[config.mk]
export PLATFORM = sky130hd
export DESIGN_NAME = uotg_session
export DESIGN_NICKNAME = d
export VERILOG_FILES = /design/src/hdl/uotg_pkg.sv /design/src/hdl/uotg_sync.sv /design/src/hdl/uotg_session.sv
export VERILOG_INCLUDE_DIRS = /design/src /design/src/hdl
export SDC_FILE = /design/constraint.sdc
export NUM_CORES = 1
export LEC_CHECK = 0
export ABC_AREA = 1
export BUFFER_PORTS_ARGS = -buffer_cell sky130_fd_sc_hd__buf_2
export CORE_MARGIN = 3
export CORE_UTILIZATION = 46
export CTS_CLUSTER_SIZE = 14
export DETAILED_ROUTE_END_ITERATION = 8
export GPL_TIMING_DRIVEN = 1
export PLACE_DENSITY = 0.8
export SYNTH_ARGS = -nofsm -noshare
export SYNTH_HDL_FRONTEND = slang
export SYNTH_SLANG_ARGS = --single-unit
[constraint.sdc]
create_clock -name clk_in -period 4 [get_ports clk_in]
set_input_delay 0.4 -clock clk_in [delete_from_list [all_inputs] [get_ports clk_in]]
set_output_delay 0.4 -clock clk_in [all_outputs]
set_load 0.01 [all_outputs]
[src/hdl/uotg_params.svh]
// Offsets, field positions, reset values and timing counts of the OTG session block.
`ifndef UOTG_PARAMS_SVH
`define UOTG_PARAMS_SVH
`define UOTG_OFS_IRQ_FLAG   4'h0
`define UOTG_OFS_IRQ_EN     4'h4
`define UOTG_OFS_STATUS     4'h8
`define UOTG_OFS_CONTROL    4'hC
`define UOTG_EVT_ID         7
`define UOTG_EVT_TICK       6
`define UOTG_EVT_LINE       5
`define UOTG_EVT_ACTV       4
`define UOTG_EVT_SESSION_VALID_STATUS      3
`define UOTG_EVT_SESSION_END_STATUS     2
`define UOTG_EVT_A_VBUS_VALID_STATUS     0
`define UOTG_IMPL_MASK      8'hFD
`define UOTG_STAT_MASK      8'hAD
`define UOTG_RST_BYTE       8'h00
`define UOTG_CLK_HZ         25000000
`define UOTG_TICK_US        1000
`define UOTG_TICK_CYC       ((`UOTG_CLK_HZ / 1000000) * `UOTG_TICK_US)
`endif

[src/hdl/uotg_pkg.sv]
// Types shared by the OTG session control block.
package uotg_pkg;
    typedef logic [7:0] uotg_byte_t;
    typedef struct packed {
        logic       id;
        logic       session_valid_status;
        logic       session_end_status;
        logic       a_vbus_valid_status;
        logic [1:0] line;
        logic       activity;
    } uotg_sense_s;
    typedef struct packed {
        logic dp_pullup;
        logic dm_pullup;
        logic dp_pulldown;
        logic dm_pulldown;
        logic vbus_power;
        logic vbus_charge;
        logic vbus_discharge;
    } uotg_drive_s;
endpackage

[src/hdl/uotg_sync.sv]
// Three-stage input synchroniser that accepts a change once stages two and three agree.
`timescale 1ns/10ps
module uotg_sync
    import uotg_pkg::*;
(
    input  wire logic clk_in,
    input  wire logic srst_in,
    input  wire logic d_in,
    output logic      q_out
);
    logic s1_ff;
    logic s2_ff;
    logic s3_ff;
    logic q_ff;

    // Stage one is only read by stage two, so metastability cannot spread.
    always_ff @(posedge clk_in) begin
        if (srst_in) begin
            s1_ff <= 1'b0;
            s2_ff <= 1'b0;
            s3_ff <= 1'b0;
            q_ff  <= 1'b0;
        end else begin
            s1_ff <= d_in;
            s2_ff <= s1_ff;
            s3_ff <= s2_ff;
            if (s2_ff == s3_ff) begin
                q_ff <= s3_ff;
            end
        end
    end

    assign q_out = q_ff;
endmodule

[src/hdl/uotg_session.sv]
// OTG session control: event flags, enables, session status and line drive control.
`timescale 1ns/10ps
`include "uotg_params.svh"

// Functional notes
// - Bits 31..8 read zero, ignore writes.
// - Bit 7 enables cable identity change interrupt.
// - Bit 6 enables millisecond tick interrupt.
// - Bit 5 enables line stable interrupt.
// - Bit 4 enables bus activity interrupt.
// - Bit 3 enables session valid interrupt.
// - Bit 2 session end enable; bit 1 zero.
// - Bit 0 enables A-device VBUS valid interrupt.
// - Status bit 7 shows identity pin.
// - Status bit 5: line stable 1 ms.
// - Status bit 3: VBUS above session valid.
// - Status bit 2: B-device session end.
// - Status bit 0: A-device VBUS valid.
// - Control bit 7 drives D+ pull-up.
// - Control bit 6 drives D- pull-up.
// - Bits 5,4 drive D+/D- pull-downs.
// - Control bit 3 requests VBUS power.
// - Bit 2 selects software or hardware pulls.
// - Control bit 1 enables VBUS charge.
// - Control bit 0 enables VBUS discharge.
// - All implemented bits reset to zero.
// - Flags set by hardware, write-one clears.
// - Line flag on new stable line state.
module uotg_session
    import uotg_pkg::*;
(
    input  wire logic        clk_in,
    input  wire logic        srst_in,
    input  wire logic [3:0]  addr_in,
    input  wire logic [31:0] wdata_in,
    input  wire logic        wr_in,
    input  wire logic        rd_in,
    output logic [31:0]      rdata_out,
    input  wire uotg_sense_s sense_in,
    input  wire uotg_drive_s hw_pull_in,
    output uotg_drive_s      drive_out,
    output logic             irq_out
);
    localparam int TICK_CYC = `UOTG_TICK_CYC;

    uotg_byte_t  flag_ff;
    uotg_byte_t  en_ff;
    uotg_byte_t  ctl_ff;
    uotg_byte_t  nxt_flag;
    logic [31:0] rdata_ff;
    logic [14:0] tick_cnt_ff;
    logic [14:0] stable_cnt_ff;
    logic        stable_ff;
    logic [1:0]  line_prev_ff;
    logic [1:0]  line_rec_ff;
    logic        id_prev_ff;
    logic        session_valid_status_prev_ff;
    logic        session_end_status_prev_ff;
    logic        a_vbus_valid_status_prev_ff;
    logic        actv_prev_ff;
    uotg_drive_s drive_ff;
    uotg_sense_s sense_sync;

    // Every sensed pin passes the three-stage synchroniser.
    localparam int NSENSE = $bits(uotg_sense_s);
    logic [NSENSE-1:0] sense_raw;
    logic [NSENSE-1:0] sense_q;
    assign sense_raw  = sense_in;
    assign sense_sync = sense_q;
    genvar gi;
    generate
        for (gi = 0; gi < NSENSE; gi = gi + 1) begin : g_sync
            uotg_sync u_sync (
                .clk_in  (clk_in),
                .srst_in (srst_in),
                .d_in    (sense_raw[gi]),
                .q_out   (sense_q[gi])
            );
        end
    endgenerate

    // Address decode for the four word registers.
    wire sel_flag = (addr_in == `UOTG_OFS_IRQ_FLAG);
    wire sel_en   = (addr_in == `UOTG_OFS_IRQ_EN);
    wire sel_stat = (addr_in == `UOTG_OFS_STATUS);
    wire sel_ctl  = (addr_in == `UOTG_OFS_CONTROL);
    wire wr_flag  = wr_in && sel_flag;
    wire wr_en    = wr_in && sel_en;
    wire wr_ctl   = wr_in && sel_ctl;

    // Millisecond timer and line-stability counter.
    wire tick_done   = (tick_cnt_ff == 15'(TICK_CYC - 1));
    wire line_moved  = (sense_sync.line != line_prev_ff);
    wire stable_done = (stable_cnt_ff == 15'(TICK_CYC - 1));
    // Line flag only when the newly stable state differs from the last one.
    wire line_event  = stable_done && !line_moved && (sense_sync.line != line_rec_ff);

    // Raw hardware events, one per flag position.
    uotg_byte_t evt;
    assign evt[`UOTG_EVT_ID]     = sense_sync.id != id_prev_ff;
    assign evt[`UOTG_EVT_TICK]   = tick_done;
    assign evt[`UOTG_EVT_LINE]   = line_event;
    assign evt[`UOTG_EVT_ACTV]   = sense_sync.activity && !actv_prev_ff;
    assign evt[`UOTG_EVT_SESSION_VALID_STATUS]  = sense_sync.session_valid_status != session_valid_status_prev_ff;
    assign evt[`UOTG_EVT_SESSION_END_STATUS] = sense_sync.session_end_status != session_end_status_prev_ff;
    assign evt[1]                = 1'b0;
    assign evt[`UOTG_EVT_A_VBUS_VALID_STATUS] = sense_sync.a_vbus_valid_status != a_vbus_valid_status_prev_ff;

    // A set in the same cycle as a write-one clear wins, so no event is lost.
    assign nxt_flag = ((flag_ff & ~(wr_flag ? wdata_in[7:0] : 8'h00)) | evt)
                      & `UOTG_IMPL_MASK;

    // Each enable bit gates only its own flag onto the request.
    assign irq_out = |(flag_ff & en_ff);

    // Status byte from synchronised comparators and the stability detector.
    uotg_byte_t stat_byte;
    assign stat_byte[7] = sense_sync.id;
    assign stat_byte[6] = 1'b0;
    assign stat_byte[5] = stable_ff;
    assign stat_byte[4] = 1'b0;
    assign stat_byte[3] = sense_sync.session_valid_status;
    assign stat_byte[2] = sense_sync.session_end_status;
    assign stat_byte[1] = 1'b0;
    assign stat_byte[0] = sense_sync.a_vbus_valid_status;

    // Read multiplexer; upper bits and unmapped offsets read zero.
    wire [31:0] rd_mux = sel_flag ? {24'h000000, flag_ff} :
                         sel_en   ? {24'h000000, en_ff} :
                         sel_stat ? {24'h000000, stat_byte & `UOTG_STAT_MASK} :
                         sel_ctl  ? {24'h000000, ctl_ff} : 32'h00000000;

    // Pull resistors follow software only when software control is selected.
    wire sw_pull = ctl_ff[2];
    uotg_drive_s nxt_drive;
    assign nxt_drive.dp_pullup      = sw_pull ? ctl_ff[7] : hw_pull_in.dp_pullup;
    assign nxt_drive.dm_pullup      = sw_pull ? ctl_ff[6] : hw_pull_in.dm_pullup;
    assign nxt_drive.dp_pulldown    = sw_pull ? ctl_ff[5] : hw_pull_in.dp_pulldown;
    assign nxt_drive.dm_pulldown    = sw_pull ? ctl_ff[4] : hw_pull_in.dm_pulldown;
    assign nxt_drive.vbus_power     = ctl_ff[3];
    assign nxt_drive.vbus_charge    = ctl_ff[1];
    assign nxt_drive.vbus_discharge = ctl_ff[0];
    assign drive_out = drive_ff;

    // Software registers; only the low byte is stored.
    always_ff @(posedge clk_in) begin
        if (srst_in) begin
            flag_ff  <= `UOTG_RST_BYTE;
            en_ff    <= `UOTG_RST_BYTE;
            ctl_ff   <= `UOTG_RST_BYTE;
            rdata_ff <= 32'h00000000;
            drive_ff <= '0;
        end else begin
            flag_ff  <= nxt_flag;
            if (wr_en) begin
                en_ff <= wdata_in[7:0] & `UOTG_IMPL_MASK;
            end
            if (wr_ctl) begin
                ctl_ff <= wdata_in[7:0];
            end
            rdata_ff <= rd_in ? rd_mux : 32'h00000000;
            drive_ff <= nxt_drive;
        end
    end

    // Free-running millisecond timer.
    always_ff @(posedge clk_in) begin
        if (srst_in || tick_done) begin
            tick_cnt_ff <= 15'h0000;
        end else begin
            tick_cnt_ff <= tick_cnt_ff + 15'h0001;
        end
    end

    // Line stability: counter restarts on any change of either line bit.
    always_ff @(posedge clk_in) begin
        if (srst_in) begin
            stable_cnt_ff <= 15'h0000;
            stable_ff     <= 1'b0;
            line_prev_ff  <= 2'h0;
            line_rec_ff   <= 2'h0;
        end else begin
            line_prev_ff <= sense_sync.line;
            if (line_moved) begin
                stable_cnt_ff <= 15'h0000;
                stable_ff     <= 1'b0;
            end else if (stable_done) begin
                stable_ff   <= 1'b1;
                line_rec_ff <= sense_sync.line;
            end else begin
                stable_cnt_ff <= stable_cnt_ff + 15'h0001;
            end
        end
    end

    // Previous comparator values for change detection. Reset to zero, so a level
    // already high when reset lifts reports one change.
    always_ff @(posedge clk_in) begin
        if (srst_in) begin
            id_prev_ff     <= 1'b0;
            session_valid_status_prev_ff  <= 1'b0;
            session_end_status_prev_ff <= 1'b0;
            a_vbus_valid_status_prev_ff <= 1'b0;
            actv_prev_ff   <= 1'b0;
        end else begin
            id_prev_ff     <= sense_sync.id;
            session_valid_status_prev_ff  <= sense_sync.session_valid_status;
            session_end_status_prev_ff <= sense_sync.session_end_status;
            a_vbus_valid_status_prev_ff <= sense_sync.a_vbus_valid_status;
            actv_prev_ff   <= sense_sync.activity;
        end
    end

    assign rdata_out = rdata_ff;
endmodule

## Word-level counts from Yosys, hierarchy flattened

Index checks and enable logic that the tools add are counted.

| storage, ports and cells | value |
|---|---|
| register bits after elaboration | 130 |
| input port bits | 54 |
| output and inout port bits | 40 |
| logic and storage cells | 101 |

| operators by class | value |
|---|---|
| add/subtract/negate cells | 2 |
| equality and inequality tests | 18 |
| mux-type cells | 9 |
| bitwise logic cells | 6 |
| reductions and logical operators | 15 |

Operators by type and width:

| cell | count |
|---|---|
| $mux 8 | 5 |
| $add 15x1->15 const B | 2 |
| $eq 15x15->1 const B | 2 |
| $and 8x8->8 | 2 |
| $eq 4x4->1 const B | 2 |
| $not 8->8 | 1 |
| $or 8x8->8 | 1 |
| $reduce_or 8->1 | 1 |
| $eq 1x1->1 | 7 |
| $logic_and 1x1->1 | 6 |
| $reduce_or 5->1 | 1 |
| $eq 4x3->1 const B | 1 |
| $logic_not 4->1 | 1 |
| $mux 1 | 4 |
| $ne 1x1->1 | 4 |
| $ne 2x2->1 | 2 |
| $reduce_or 2->1 | 2 |
| $logic_not 1->1 | 2 |
| $not 1->1 | 2 |
| $reduce_and 2->1 | 1 |
| $logic_or 1x1->1 | 1 |

## Logic depth before layout (Yosys ltp)

Gate-level depths: netlist of the first run.

| logic depth | value |
|---|---|
| depth in word-level cells | 6 |
| depth in mapped cells | 10 |
| gate-level depth less buffers | 10 |

## Hierarchy

Synthesis of the first run repeated with hierarchy kept, for this count alone.

| unflattened totals | value |
|---|---|
| cell total of the unflattened synthesis | 585 |
| area, all modules | 4419.2 um^2 |

By module, submodules not included:

| module | times used | cells an instance | area an instance (um^2) | sequential area each (um^2) |
|---|---|---|---|---|
| uotg_session | 1 | 494 | 3569.7 | 1541.5 |
| uotg_sync | 7 | 13 | 121.4 | 80.1 |

## Worst setup path after synthesis of the first run

OpenSTA, ideal clock, no wires.

| timing | value |
|---|---|
| path kind | flip-flop to flip-flop |
| from | register stable_cnt_ff[0] |
| to | register stable_cnt_ff[10] |
| setup time | 114 ps |
| arrival time | 1147 ps |
| required time | 3886 ps |
| setup slack | 2739 ps |
| stages on the path, launching flop included | 7 |
| buffers on the path | 0 |
| clock period less this slack | 1261 ps |
| path through | dfxtp_1 -> ha_1 -> nand3_1 -> nor3_4 -> nand4_1 -> nand2_1 -> nor2_1 |

| between the ends | value |
|---|---|
| word-level cells in the longest chain between the ends | 1 |
| elaborated cells between the ends (all ways) | 2 |
| classes of those cells | add/sub (1); eq/ne (1) |

Ends and longest elaborated chain:

| item | RTL line | source |
|---|---|---|
| start, declared | uotg_session.sv:52 | `logic [14:0] stable_cnt_ff;` |
| start signal, assigned | uotg_session.sv:191 | `stable_cnt_ff <= stable_cnt_ff + 15'h0001;` |
| $add 15x1->15 / $eq 15x15->1 (equally long branches) | uotg_session.sv:191, uotg_session.sv:94 |  |

Parallel ways exist; a longest one is shown, timed or not.
A chain may end at the register's enable or synchronous reset.

## Final worst setup path of the first run

| timing | value |
|---|---|
| from | register flag_ff[3] |
| to | output port irq_out |

| between the ends | value |
|---|---|
| word-level cells in the longest chain between the ends | 2 |

Ends and longest elaborated chain:

| item | RTL line | source |
|---|---|---|
| start, declared | uotg_session.sv:46 | `uotg_byte_t flag_ff;` |
| start signal, assigned | uotg_session.sv:148 | `` flag_ff <= `UOTG_RST_BYTE; `` |
| start signal, assigned | uotg_session.sv:154 | `flag_ff <= nxt_flag;` |
| $and 8x8->8 | uotg_session.sv:114 | `assign irq_out = \|(flag_ff & en_ff);` |
| $reduce_or 8->1 | uotg_session.sv:114 |  |
| end, declared | uotg_session.sv:42 | `output logic irq_out` |

Every way passes these cells.

==> impl_metrics.csv, run 1 <==
group,metric,value,unit
clocking,path_clk_slew,0.10,ns
grt,grt.total_usage,0.166,
worst_setup_path,endpoint_kind,"output port",
sta,hold_viol,0,
power_and_ir_drop,p_per_area,377,nW/µm²
finish,antenna_cells,0,
finish,area_growth,9.19,%
yosys,synth_flop_cell,"dfxtp_1",
finish,final_common_cell,"nand2_1",
sta,drv_slew,0,
finish,final_area,4910,µm²
clocking,ctsRootBufferMaster,"clkbuf_8",
worst_setup_path,crit_arrival,1.37,ns
power_and_ir_drop,p_leak,0.00197,µW
place,place_area,4690,µm²
yosys,ys_ff_latch,105,
detailed_routing,avgRoutedWirePerCell,11.1,µm
finish,mostFrequentLayoutCells,"nand2_1 (117), dfxtp_1 (105), nor2_1 (93)",
yosys,syn_avg_cell_area,7.40,µm²
finish,drive_above_1_share,0.127,
floorplan,io_pins,94,
worst_setup_path,worstSetupEndpoint,"irq_out",
detailed_routing,ant_nets,0,
clocking,ctsHtreeMaxLevel,3,
finish,fillCellCount,891,
worst_setup_path,cp-startpoint,"flag_ff[3]$_SDFF_PP0_",
run,drv_cap,0,
clocking,cts_buffer_depth,2,
yosys,syn-cell-area,4490,µm²
detailed_routing,dr.pass1.iters,5,
grt,grt_max_degree,51,
worst_setup_path,path_class,"reg -> out",
floorplan,start_util,0.479,
yosys,synth_area_leaders,"dfxtp_1 (47%), nand2_1 (9.8%), nor2_1 (7.8%)",
clocking,postCtsSetupRepairBufs,0,
outcome,status,"finished, final reports clean",
place,place_congestion,0.852,
clocking,clock_sinks,105,
floorplan,std_cell_rows,35,
detailed_routing,drc,0,
worst_setup_path,timing.rr.end,"stable_cnt_ff[10]$_SDFFE_PP0P_",
grt,grt_pass1_wl,15000,µm
finish,post-route-util,0.523,
yosys,synth-seq-area-share,0.468,
clocking,cts-resized-gates,0,
detailed_routing,avgViaCountPerCell,4.74,
worst_setup_path,reg2reg_depth,7,
sta,relSlewSlack,0.648,
worst_setup_path,worst-path-max-fanout,3,
sta,rsz0062_at_grt,"false",
finish,final_nets,703,
clocking,cts_made_buffers,9,
floorplan,die_area,11000,µm²
clocking,cts_tree,"yes",
grt,grt-ovfl-total,0,
finish,final_cells,781,
place,portBuffers,42,
sta,period_share,0.444,
sta,final.setup.tns,0,ns
sta,period_needed,1.77,ns
detailed_routing,wirelength,8690,µm
place,dp_cells,765,
floorplan,chipHeight,105,µm
clocking,clk_latency,0.37,ns
sta,holdWs,0.217,ns
yosys,synth_top_area_frac,0.468,
sta,fin_skew,0.00838,ns
hold_path,min_path_type,"in -> reg",
worst_setup_path,start_kind,"register",
worst_setup_path,reg2reg_from,"stable_cnt_ff[0]$_SDFFE_PP0P_",
yosys,synth_cell_types,31,
grt,antenna_found_initial,0,
yosys,synth-edff-count,0,
yosys,yosysWarnings,0,
yosys,async_flop_share,0,
power_and_ir_drop,ir_drop,0.282,mV
detailed_routing,drt_iter0_markers,173,
detailed_routing,via_count,3705,
floorplan,die_w,105,µm
worst_setup_path,reg2reg_slack,2.47,ns
grt,grt_pass1_vias,3491,
clocking,cts_hold_buf,0,
yosys,yosys.area.top_type,"dfxtp_1",
sta,max_freq,563,MHz
place,post-dp-hpwl,6290,µm
sta,max_slew.worst_pin.slew,0.529,ns
worst_setup_path,worstPathRequired,3.60,ns
yosys,syn_inst,607,
sta,report.final.setup_viol,0,
floorplan,core_area,9370,µm²
layout make-up:
class	count	area (µm²)	area share
clock buffer	10	138	0.0281
clock inverter	6	75.1	0.0153
inverter	87	327	0.0666
multi-input combinational	401	1890	0.384
sequential	105	2100	0.428
tap	129	161	0.0329
timing repair buffer	43	218	0.0444
per-stage QoR:
stage	total power [µW]	setup slack, ns
floorplan	1180	2.74
global placement	1190	2.24
detailed placement	1200	2.17
CTS	1870	2.21
global route	1930	2.14
finish	1850	2.23
cell usage after synthesis (all sizes together), types with 5 or more instances:
library cell and number:
nand3 36, o21ai 26, inv 87, a21oi 57
xor2 5, xnor2 7, nor3 5, nor2 100
buf 34, nand4 10, dfxtp 105, nand2 121
per-layer routing:
| metal | share of wire | vias up | GRT usage |
|---|---|---|---|
| met5 | 0 | - | 0 |
| met4 | 0.019 | 0 | 0.0609 |
| met3 | 0.068 | 19 | 0.0519 |
| met2 | 0.46 | 114 | 0.269 |
| met1 | 0.45 | 1644 | 0.207 |
| li1 | - | 1928 | - |
state kept, by name, indices dropped and copies added, names as in the netlist:
register,cells
a_vbus_valid_status_prev_ff,1
actv_prev_ff,1
ctl_ff,8
drive_out,7
en_ff,7
flag_ff,7
g_sync.u_sync.q_out,7
g_sync.u_sync.s1_ff,7
g_sync.u_sync.s2_ff,7
g_sync.u_sync.s3_ff,7
id_prev_ff,1
line_prev_ff,2
line_rec_ff,2
rdata_out,8
session_end_status_prev_ff,1
session_valid_status_prev_ff,1
stable_cnt_ff,15
stable_ff,1
tick_cnt_ff,15
critical path, cell delays in order (launching register included):
cell	delay, ns
dfxtp_1	0.34
nand2_1	0.08
nand2_1	0.05
a221oi_1	0.28
nand2_1	0.11
buf_2	0.16
logic make-up (layout without fill, tap and decap cells):
logic type	after synthesis	after routing	share of synthesized area
AOI/OAI and AO/OA	85	85	0.101
xor gates and xnor gates	12	12	0.0234
adders and majority gates	2	2	0.00557
buffers and inverters	124	146	0.132
DFF	105	105	0.468
other	1	24	0.000835
and+or+nand+nor	278	278	0.270
power by group:
| group | leakage, µW | switching (µW) | total [µW] | internal, µW |
|---|---|---|---|---|
| Clock | 0.000105 | 363 | 677 | 314 |
| Combinational | 0.00102 | 66.7 | 96.8 | 30.1 |
| Sequential | 0.000852 | 11.4 | 1080 | 1060 |
worst min-delay path by stage:
| stage | start | end | slack [ns] | cells after the start |
|---|---|---|---|---|
| finish | sense_in[0] | g_sync[0].u_sync.s1_ff$_SDFF_PP0_ | 0.22 | 3 |
| CTS | sense_in[0] | g_sync[0].u_sync.s1_ff$_SDFF_PP0_ | 0.19 | 3 |
| detailed placement | g_sync[3].u_sync.s1_ff$_SDFF_PP0_ | g_sync[3].u_sync.s2_ff$_SDFF_PP0_ | 0.39 | 2 |
| global route | sense_in[5] | g_sync[5].u_sync.s1_ff$_SDFF_PP0_ | 0.20 | 3 |
| floorplan | g_sync[0].u_sync.s1_ff$_SDFF_PP0_ | g_sync[0].u_sync.s2_ff$_SDFF_PP0_ | 0.39 | 2 |
| global placement | g_sync[3].u_sync.s1_ff$_SDFF_PP0_ | g_sync[3].u_sync.s2_ff$_SDFF_PP0_ | 0.39 | 2 |
Power figures use the tool's default switching activity.
==> run 2, diff against run 1 <==
--- a/config.mk
+++ b/config.mk
@@ -6,14 +6,14 @@
 export SDC_FILE = /design/constraint.sdc
 export NUM_CORES = 1
 export LEC_CHECK = 0
-export ABC_AREA = 1
+export ABC_AREA = 0
 export BUFFER_PORTS_ARGS = -buffer_cell sky130_fd_sc_hd__buf_2
 export CORE_MARGIN = 3
 export CORE_UTILIZATION = 46
 export CTS_CLUSTER_SIZE = 14
 export DETAILED_ROUTE_END_ITERATION = 8
 export GPL_TIMING_DRIVEN = 1
-export PLACE_DENSITY = 0.8
+export PLACE_DENSITY = 0.81
 export SYNTH_ARGS = -nofsm -noshare
 export SYNTH_HDL_FRONTEND = slang
 export SYNTH_SLANG_ARGS = --single-unit
==> constraint.sdc (replaced) <==
create_clock -name clk_in -period 1.7 [get_ports clk_in]
set_input_delay 0.17 -clock clk_in [delete_from_list [all_inputs] [get_ports clk_in]]
set_output_delay 0.17 -clock clk_in [all_outputs]
set_load 0.01 [all_outputs]
==> run 2 against run 1 <==
The run now ends with negative setup slack left. Critical path type is now reg -> reg. Global-route usage hardly changed. Critical path depth stayed put. Core utilization is 5.2 points higher.
==> impl_metrics.csv, run 2 <==
group,metric,value,unit
outcome,status,"finished with violations",
outcome,violations,"negative setup slack",
detailed_routing,wirelength,8510,µm
worst_setup_path,cpLargestDelayFamily,"simple AND/OR/NAND/NOR gates",
floorplan,core_area,8460,µm²
detailed_routing,drc,0,
yosys,yosys.area.top_type,"dfxtp_1",
floorplan,chipHeight,101,µm
sta,fin_skew,0.00905,ns
clocking,cts_buffer_depth,2,
detailed_routing,via_count,3234,
finish,drive_above_1_share,0.220,
worst_setup_path,path_class,"reg -> reg",
place,portBuffers,42,
yosys,synth_area_leaders,"dfxtp_1 (51%), nor2b_1 (5.4%), xnor2_1 (4.4%)",
yosys,syn-cell-area,4140,µm²
detailed_routing,ant_nets,0,
clocking,cts_made_buffers,9,
floorplan,start_util,0.489,
finish,final_common_cell,"dfxtp_1",
yosys,yosysWarnings,0,
worst_setup_path,reg2reg_depth,5,
clocking,path_clk_slew,0.10,ns
yosys,synth_flop_cell,"dfxtp_1",
detailed_routing,dr.pass1.iters,6,
sta,rsz0062_at_grt,"true",
sta,relSlewSlack,0.598,
sta,max_slew.worst_pin.slew,0.603,ns
grt,grt_pass1_wl,13500,µm
yosys,synth-edff-count,0,
yosys,syn_inst,445,
clocking,clk_latency,0.36,ns
yosys,synth-seq-area-share,0.508,
run,drv_cap,0,
place,dp_cells,599,
worst_setup_path,critical_path_cell_count,5,
yosys,synth-xor-area-share,0.0656,
sta,hold_viol,0,
worst_setup_path,worstSetupEndpoint,"line_rec_ff[0]$_SDFFE_PP0P_",
grt,grt_max_degree,32,
grt,grt-ovfl-total,0,
finish,final_nets,570,
place,place_congestion,0.875,
floorplan,die_area,10200,µm²
worst_setup_path,reg2reg_from,"stable_cnt_ff[0]$_SDFFE_PP0P_",
grt,antenna_found_initial,1,
yosys,syn_avg_cell_area,9.30,µm²
place,post-place-ws,-0.175,ns
yosys,ys_ff_latch,105,
hold_path,min_path_type,"in -> reg",
yosys,synth_compound_area_frac,0.0756,
yosys,synth_top_family_by_area,"simple AND/OR/NAND/NOR gates",
yosys,async_flop_share,0,
finish,ff_latch_area,2110,µm²
floorplan,die_w,101,µm
sta,drv_slew,0,
yosys,synth_top_area_frac,0.508,
worst_setup_path,start_kind,"register",
sta,period_share,1.11,
worst_setup_path,reg2reg_slack,-0.18,ns
yosys,synthMuxAreaShare,0.0312,
worst_setup_path,timing.rr.end,"line_rec_ff[0]$_SDFFE_PP0P_",
worst_setup_path,critPathSlowestCell,"or4bb_4",
worst_setup_path,crit_chain,"ha_4 -> or4bb_4 -> nor4_4 -> nor3b_4 -> mux2_1",
sta,holdWs,0.0184,ns
worst_setup_path,cp-startpoint,"stable_cnt_ff[0]$_SDFFE_PP0P_",
grt,grt.total_usage,0.166,
grt,grt_pass1_vias,2867,
detailed_routing,drt_iter0_markers,145,
clocking,ctsRootBufferMaster,"clkbuf_8",
finish,mostFrequentLayoutCells,"dfxtp_1 (100), nor2_1 (47), buf_2 (42)",
clocking,clock_sinks,105,
sta,period_needed,1.88,ns
worst_setup_path,worstPathRequired,1.94,ns
sta,report.final.setup_viol,7,
finish,fillCellCount,703,
finish,area_growth,17.7,%
finish,multi_input_area,1920,µm²
yosys,ys_top_cells_by_count,"dfxtp_1 (105), nor2_1 (48), nor2b_1 (36), nand3_1 (34)",
power_and_ir_drop,p_per_area,883,nW/µm²
clocking,ctsHtreeMaxLevel,3,
worst_setup_path,crit_arrival,2.12,ns
yosys,yosysMostFrequentCell,"dfxtp_1",
place,post-dp-hpwl,5790,µm
worst_setup_path,cp_num_buf_inv,0,
worst_setup_path,cpPeakStageDelay,0.47,ns
yosys,synth_cell_types,39,
worst_setup_path,endpoint_kind,"register",
finish,reg.largest.list,"stable_cnt_ff: 15 flops, tick_cnt_ff: 15 flops",
floorplan,io_pins,94,
worst_setup_path,worst-path-max-fanout,2,
clocking,cts_tree,"yes",
yosys,synthAdderAreaFrac,0.00605,
power_and_ir_drop,ir_drop,0.476,mV
sta,final.setup.worst_slack,-0.180,ns
detailed_routing,avgRoutedWirePerCell,13.6,µm
finish,final_cells,625,
power_and_ir_drop,p_leak,0.00189,µW
sta,max_freq,532,MHz
yosys,yosys.area_share.simple,0.248,
detailed_routing,avgViaCountPerCell,5.17,
floorplan,std_cell_rows,33,
## run 2: final cells by class
cell class | count | area share
antenna | 1 | 0.000514
clock buffer | 11 | 0.0311
clock inverter | 5 | 0.00925
inverter | 6 | 0.00463
multi-input combinational | 316 | 0.395
sequential | 105 | 0.433
tap | 105 | 0.0270
timing repair buffer | 76 | 0.0992
## run 2: how the worst min path moves through the flow
stage	startpoint	to	slack, ns	cells after the start
4_1_cts	sense_in[6]	g_sync[6].u_sync.s1_ff$_SDFF_PP0_	0.002	2
3_3_place_gp	sense_in[3]	g_sync[3].u_sync.s1_ff$_SDFF_PP0_	0.38	2
6_report	sense_in[6]	g_sync[6].u_sync.s1_ff$_SDFF_PP0_	0.02	2
3_5_place_dp	sense_in[1]	g_sync[1].u_sync.s1_ff$_SDFF_PP0_	0.39	2
2_1_floorplan	srst_in	line_prev_ff[0]$_SDFF_PP0_	0.25	1
5_1_grt	sense_in[6]	g_sync[6].u_sync.s1_ff$_SDFF_PP0_	0.009	2
## run 2: timing repair
item | 4_1_cts | 5_1_grt
setup endpoints to repair | 3 | 10
hold buffers | 4 | 0
pin swaps | 0 | 7
resized for setup | 2 | 11
setup buffers | 3 | 2
hold endpoints to repair | 4 | 0
## run 2: cell families after synthesis
kind of cell	Yosys count
simple gates	194
flops	105
compound gates	53
buf+inv	47
xor+xnor	31
mux	12
fa+ha+maj	2
other cells	1
## run 2: power by group
part	switching [µW]	internal [µW]	leakage, µW
clock network	884	638	0.0000985
logic	149	99.7	0.000936
registers	25.5	2500	0.000854
## run 2: layer usage
layer / vias to the layer above / global-route usage / share of wire / wire, µm
li1: 1609 / - / - / -
met1: 1483 / 0.225 / 0.45 / 3820
met2: 128 / 0.256 / 0.46 / 3890
met3: 14 / 0.0388 / 0.069 / 588
met4: 0 / 0.0694 / 0.025 / 214
met5: - / 0 / 0 / 0
## run 2: per-stage QoR
stage               utilization  TNS (ns)  area (µm²)  total power [µW]
global route              0.575     -1.34        4870              4450
detailed placement        0.537    -0.366        4550              2820
finish                    0.575    -0.723        4870              4300
CTS                       0.569    -0.387        4810              4310
floorplan                     -    -0.567        4240              2760
global placement          0.537    -0.208        4550              2810
